$ cat src/logic/gate_decoder_consts.svh
// Constants for the gate input decoder
`ifndef GATE_DECODER_CONSTS_SVH
`define GATE_DECODER_CONSTS_SVH
`define SCHEME_SIX_INPUT    2'b00
`define SCHEME_THREE_INPUT  2'b01
`define SCHEME_SINGLE_PWM   2'b10
`define SCHEME_INDEPENDENT  2'b11
`define STATE_STOP          3'h0
`define STATE_ALIGN         3'h7
`define SYNC_STAGES         2
`endif

$ cat src/logic/gate_decoder_pkg.sv
// Types shared by both ends of the gate input link
package gate_decoder_pkg;
    typedef logic [1:0] scheme_type;
    typedef logic [2:0] phase_bits_type;
endpackage

$ cat src/logic/gate_link_if.sv
// Link between motor controller and gate input decoder
`timescale 1ns/1ps
interface gate_link_if;
    logic [2:0] high_side_input;
    logic [2:0] low_side_input;
    modport controller (output high_side_input, output low_side_input);
    modport decoder    (input high_side_input, input low_side_input);
endinterface // gate_link_if

$ cat src/logic/gate_input_decoder.sv
// Decoder end: turns six gate inputs into gate commands
`timescale 1ns/1ps
`include "gate_decoder_consts.svh"
module gate_input_decoder (
    input  wire logic                         mclk,
    input  wire logic                         rst,
    gate_link_if.decoder                      link,
    input  wire gate_decoder_pkg::scheme_type scheme_select,
    input  wire logic                         single_pwm_freewheel_select,
    output logic [2:0]                        upper_gate_out,
    output logic [2:0]                        lower_gate_out
);
    import gate_decoder_pkg::*;

    ////////////////////////////////////////////////////////////////////
    // Input synchroniser
    logic [5:0] meta_q, meta_d;
    logic [5:0] sync_q, sync_d;

    always_comb begin
        meta_d = {link.low_side_input, link.high_side_input};
        sync_d = meta_q;
    end

    always_ff @(posedge mclk) begin
        if (rst) begin
            meta_q <= 6'h00;
            sync_q <= 6'h00;
        end else begin
            meta_q <= meta_d;
            sync_q <= sync_d;
        end
    end

    ////////////////////////////////////////////////////////////////////
    // Decode
    logic [2:0]     hin;
    logic [2:0]     lin;
    logic           pwm;
    phase_bits_type state_bits;
    logic [2:0]     upper_d, upper_q;
    logic [2:0]     lower_d, lower_q;
    logic [2:0]     six_up, six_lo, three_up, three_lo;
    logic [2:0]     pwm_phase;
    logic [2:0]     on_low;

    assign hin = sync_q[2:0];
    assign lin = sync_q[5:3];
    assign pwm = hin[0];

    genvar i;
    generate
        for (i = 0; i < 3; i = i + 1) begin : g_phase
            assign six_up[i]   = hin[i] & ~lin[i];
            assign six_lo[i]   = lin[i] & ~hin[i];
            assign three_up[i] = lin[i] & hin[i];
            assign three_lo[i] = lin[i] & ~hin[i];
        end
    endgenerate

    always_comb begin
        // State bits from A-low, B-high, B-low
        state_bits = {lin[0], hin[1], lin[1]};
        if (hin[2] && state_bits != `STATE_STOP &&
            state_bits != `STATE_ALIGN) begin
            state_bits = ~state_bits;
        end
    end

    always_comb begin
        pwm_phase = 3'h0;
        on_low    = 3'h0;
        case (state_bits)
            3'b110: begin pwm_phase = 3'b010; on_low = 3'b100; end
            3'b100: begin pwm_phase = 3'b001; on_low = 3'b100; end
            3'b101: begin pwm_phase = 3'b001; on_low = 3'b010; end
            3'b001: begin pwm_phase = 3'b100; on_low = 3'b010; end
            3'b011: begin pwm_phase = 3'b100; on_low = 3'b001; end
            3'b010: begin pwm_phase = 3'b010; on_low = 3'b001; end
            // Align PWM on A, B and C low
            3'b111: begin pwm_phase = 3'b001; on_low = 3'b110; end
            default: begin pwm_phase = 3'b000; on_low = 3'b000; end
        endcase
    end

    always_comb begin
        upper_d = 3'h0;
        lower_d = 3'h0;
        case (scheme_select)
            `SCHEME_SIX_INPUT: begin
                upper_d = six_up;
                lower_d = six_lo;
            end
            `SCHEME_THREE_INPUT: begin
                upper_d = three_up;
                lower_d = three_lo;
            end
            `SCHEME_SINGLE_PWM: begin
                upper_d = pwm_phase & {3{pwm}};
                lower_d = on_low | (pwm_phase & {3{~pwm}});
                if (single_pwm_freewheel_select) begin
                    lower_d = on_low;
                end
                if (!lin[2]) begin
                    upper_d = 3'h0;
                    lower_d = 3'h7;
                end
            end
            `SCHEME_INDEPENDENT: begin
                // No interlock, both may be on
                upper_d = hin;
                lower_d = lin;
            end
            default: begin
                upper_d = 3'h0;
                lower_d = 3'h0;
            end
        endcase
    end

    always_ff @(posedge mclk) begin
        if (rst) begin
            upper_q <= 3'h0;
            lower_q <= 3'h0;
        end else begin
            upper_q <= upper_d;
            lower_q <= lower_d;
        end
    end

    assign upper_gate_out = upper_q;
    assign lower_gate_out = lower_q;
endmodule // gate_input_decoder

$ cat src/flat_wrapper.sv
// flat-port wrapper written by rule: the top's interface ports become plain ports
module gate_input_decoder_flat import gate_decoder_pkg::*;
  (mclk, rst, scheme_select, single_pwm_freewheel_select, upper_gate_out, lower_gate_out, link_high_side_input, link_low_side_input);
  gate_link_if link_i ();
  input  wire logic mclk;
  input  wire logic rst;
  input  wire gate_decoder_pkg::scheme_type scheme_select;
  input  wire logic single_pwm_freewheel_select;
  output logic [2:0] upper_gate_out;
  output logic [2:0] lower_gate_out;
  input wire logic [$bits(link_i.high_side_input)-1:0] link_high_side_input;
  input wire logic [$bits(link_i.low_side_input)-1:0] link_low_side_input;
  assign link_i.high_side_input = link_high_side_input;
  assign link_i.low_side_input = link_low_side_input;
  gate_input_decoder u_core (.mclk(mclk), .rst(rst), .link(link_i), .scheme_select(scheme_select), .single_pwm_freewheel_select(single_pwm_freewheel_select), .upper_gate_out(upper_gate_out), .lower_gate_out(lower_gate_out));
endmodule
$ cat config.mk
export PLATFORM = sky130hd
export DESIGN_NAME = gate_input_decoder_flat
export DESIGN_NICKNAME = d
export VERILOG_FILES = /design/src/logic/gate_decoder_pkg.sv /design/src/logic/gate_link_if.sv /design/src/logic/gate_input_decoder.sv /design/src/flat_wrapper.sv
export VERILOG_INCLUDE_DIRS = /design/src /design/src/logic
export SDC_FILE = /design/constraint.sdc
export NUM_CORES = 1
export LEC_CHECK = 0
export ABC_AREA = 1
export BUFFER_PORTS_ARGS = -buffer_cell sky130_fd_sc_hd__buf_2
export CAP_MARGIN = 30
export CORE_AREA = 2 2 56 58
export DETAILED_ROUTE_END_ITERATION = 10
export DIE_AREA = 0 0 58 60
export PLACE_DENSITY_LB_ADDON = 0.3
export SLEW_MARGIN = 20
export SYNTH_ARGS = -nofsm -noshare
export SYNTH_HDL_FRONTEND = slang
export SYNTH_SLANG_ARGS = --single-unit
export TNS_END_PERCENT = 50
$ cat constraint.sdc
create_clock -name mclk -period 1.55 [get_ports mclk]
set_input_delay 0.31 -clock mclk [delete_from_list [all_inputs] [get_ports mclk]]
set_output_delay 0.31 -clock mclk [all_outputs]
set_load 0.03 [all_outputs]
==> flow_summary.ini <==
[yosys]
ys_ff_latch = 18
yosysUniqueCellTypes = 18
synthFlopType = dfxtp_1
syn_inst = 114
yosys-top-cells-area = dfxtp_1 (43%), inv_1 (8.1%), nor2_1 (7.2%)
yosysWarnings = 0
yosys-top-cells-count = dfxtp_1 (18), inv_1 (18), nor2_1 (16)
avgSynthCellArea_um2 = 7.30
synth_top_area_share_pct = 43.3
syn_area_um2 = 832
yosysSeqAreaShare_pct = 43.3
synth-edff-count = 0
async_flop_share_pct = 0
syn-num-nets = 125
yosysTopAreaCell = dfxtp_1

[global_route]
grt_pass1_vias = 643
grt_max_degree = 17
overflow = 0
antenna_found_initial = 0
grt_pass1_wl_mm = 2.55
gr-usage-all-layers_pct = 9.55

[power]
pwr-share-comb_pct = 13.6
p_leak_nw = 0.430
cell_internal_pwr_w = 0.000612
switchingPower_w = 0.000210
pwr-share-clk_pct = 26.1
seqPwrFrac_pct = 60.3
ir_drop_v = 0.000352
power_density_nw_per_um2 = 865
swShare_pct = 25.5

[setup_path]
cp_slowest_cell = dfxtp_1
worstPathRequired_ns = 1.77
crit_path_cell_trace = nor2_2 -> nand2_4 -> nand3_2 -> nand2_2 -> nand2_2 -> nor2_2 -> nand2_1 -> a21oi_2
crit_arrival_ns = 1.59
cp_num_cells = 8
cp-end-kind = register
path_delay_family = simple AND/OR/NAND/NOR gates
crit_path_start_kind = register
r2r_cells = 8
slowest_delay_ns = 0.54
criticalPathCategory = reg -> reg
cp.buffers_inverters = 0
cp_max_fo = 9

[die]
rows = 20
io_pins = 17
die-area_um2 = 3480
fp.coreArea_um2 = 2900
die_height_um = 60
start_util_pct = 28.7
fp.dieW_um = 58

[layout]
drive_above_1_share_pct = 25.6
antennaDiodeCount = 0
multi_input_area_um2 = 363
design_area_um2 = 950
nFillCells = 319
synthToLayoutAreaGrowth_pct = 14.1
nNetsFinal = 142
regArea_um2 = 360

[clocking]
clk_pin_slew_worst_paths_ns = 0.09
cts_num_sinks = 18
cts-hold-fix-buffers = 0
cts_tree = yes
clk_latency_ns = 0.28
cts_max_path_buffers = 2
cts_setup_buffers = 0
htreeDepth = 1
cts_buffers = 3
root_buffer = clkbuf_4
cts-resized-gates = 0

[place]
port_buffers = 16
placed_cell_area_um2 = 927
gp_congestion = 0.838
dp_hpwl_mm = 1.21

[route]
vias_per_cell = 4.57
routed_wl_mm = 1.53
wire_per_inst_um = 9.44
drtIter0Drc = 19
ant_nets = 0
drc = 0
drt_first_pass_iters = 4
vias = 741

[timing]
max_freq_mhz = 731
post-route-period-util_pct = 88.3
hold_violations = 0
fin_tns_setup_ns = 0
rsz0062_at_grt = no
slew_violations = 0
worst_slew_pin_slew_ns = 0.359
finalSetupViolations = 0
slew_headroom_pct = 76.1
fin_crit_ns = 1.37
fin_skew_ns = 0.00668
holdWs_ns = 0.223

[status]
outcome = finished clean

[worst_hold_path]
hold_path_depth = 3
worstHoldPathType = in -> reg

[run]
max_cap_viol_count = 0
sequential cells by signal, indices dropped and copies added (netlist names):
signal / count
u_core.lower_gate_out: 3
u_core.upper_gate_out: 3
u_core.meta_q: 6
u_core.sync_q: 6
power groups by stage:
stage	registers (W)	logic, W	clock network [W]
3_5_place_dp	0.000506	0.000112	0
3_3_place_gp	0.000506	0.000111	0
4_1_cts	0.000495	0.000112	0.000230
6_report	0.000495	0.000112	0.000215
5_1_grt	0.000498	0.000127	0.000249
2_1_floorplan	0.000513	0.0000737	0
final timing paths:
path | from | to | slack (ns)
worst max register to register | u_core.sync_q[4]$_SDFF_PP0_ | u_core.lower_gate_out[1]$_SDFF_PP0_ | 0.18
worst min register to register | u_core.meta_q[2]$_SDFF_PP0_ | u_core.sync_q[2]$_SDFF_PP0_ | 0.40
worst max-delay path | u_core.sync_q[4]$_SDFF_PP0_ | u_core.lower_gate_out[1]$_SDFF_PP0_ | 0.18
worst min-delay path | link_high_side_input[0] | u_core.meta_q[0]$_SDFF_PP0_ | 0.22
worst min-delay path, cell delays in order:
cell	delay, ns
buf_2	0.09
inv_1	0.04
nor2_1	0.03
cell type report:
type	instances	area share [%]
Timing Repair Buffer	17	9.22
Sequential cell	18	37.9
Clock buffer	3	2.37
Inverter	20	7.91
Multi-Input combinational cell	71	38.2
Tap cell	33	4.35
stage by stage:
step | setup slack (ns) | utilization, % | instances | total power [W]
floorplan | 0.403 | - | 114 | 0.000587
global placement | 0.236 | 31.9 | 159 | 0.000617
detailed placement | 0.200 | 31.9 | 159 | 0.000618
CTS | 0.187 | 32.7 | 162 | 0.000837
global route | 0.0522 | 32.7 | 162 | 0.000873
finish | 0.181 | 32.7 | 162 | 0.000822
layer usage:
layer	global-route usage [%]	vias to the layer above	wire (um)
li1	-	393	-
met1	11.9	319	697
met4	2.66	0	0
met5	0	-	0
met3	2.60	0	92
met2	16.2	29	739
logic make-up after synthesis:
group	Yosys count	share of synthesized area (%)
AO/OA/AOI/OAI	18	12.6
buffers and inverters	25	13.1
flip-flops	18	43.3
AND/OR/NAND/NOR	53	31.0
placed cells by master (no fill, tap or decap):
cell / n
nor2_1: 16
a21oi_2: 1
nand3_1: 9
a21oi_1: 9
clkbuf_4: 3
nand2_4: 1
o21ai_0: 5
o221ai_1: 3
nor2_2: 4
dfxtp_1: 18
buf_2: 16
nand4_1: 4
nand2_1: 14
nand3_2: 2
inv_1: 18
buf_4: 1
nand2_2: 3
inv_2: 2
Note: power is estimated with default switching activity, not from simulation.
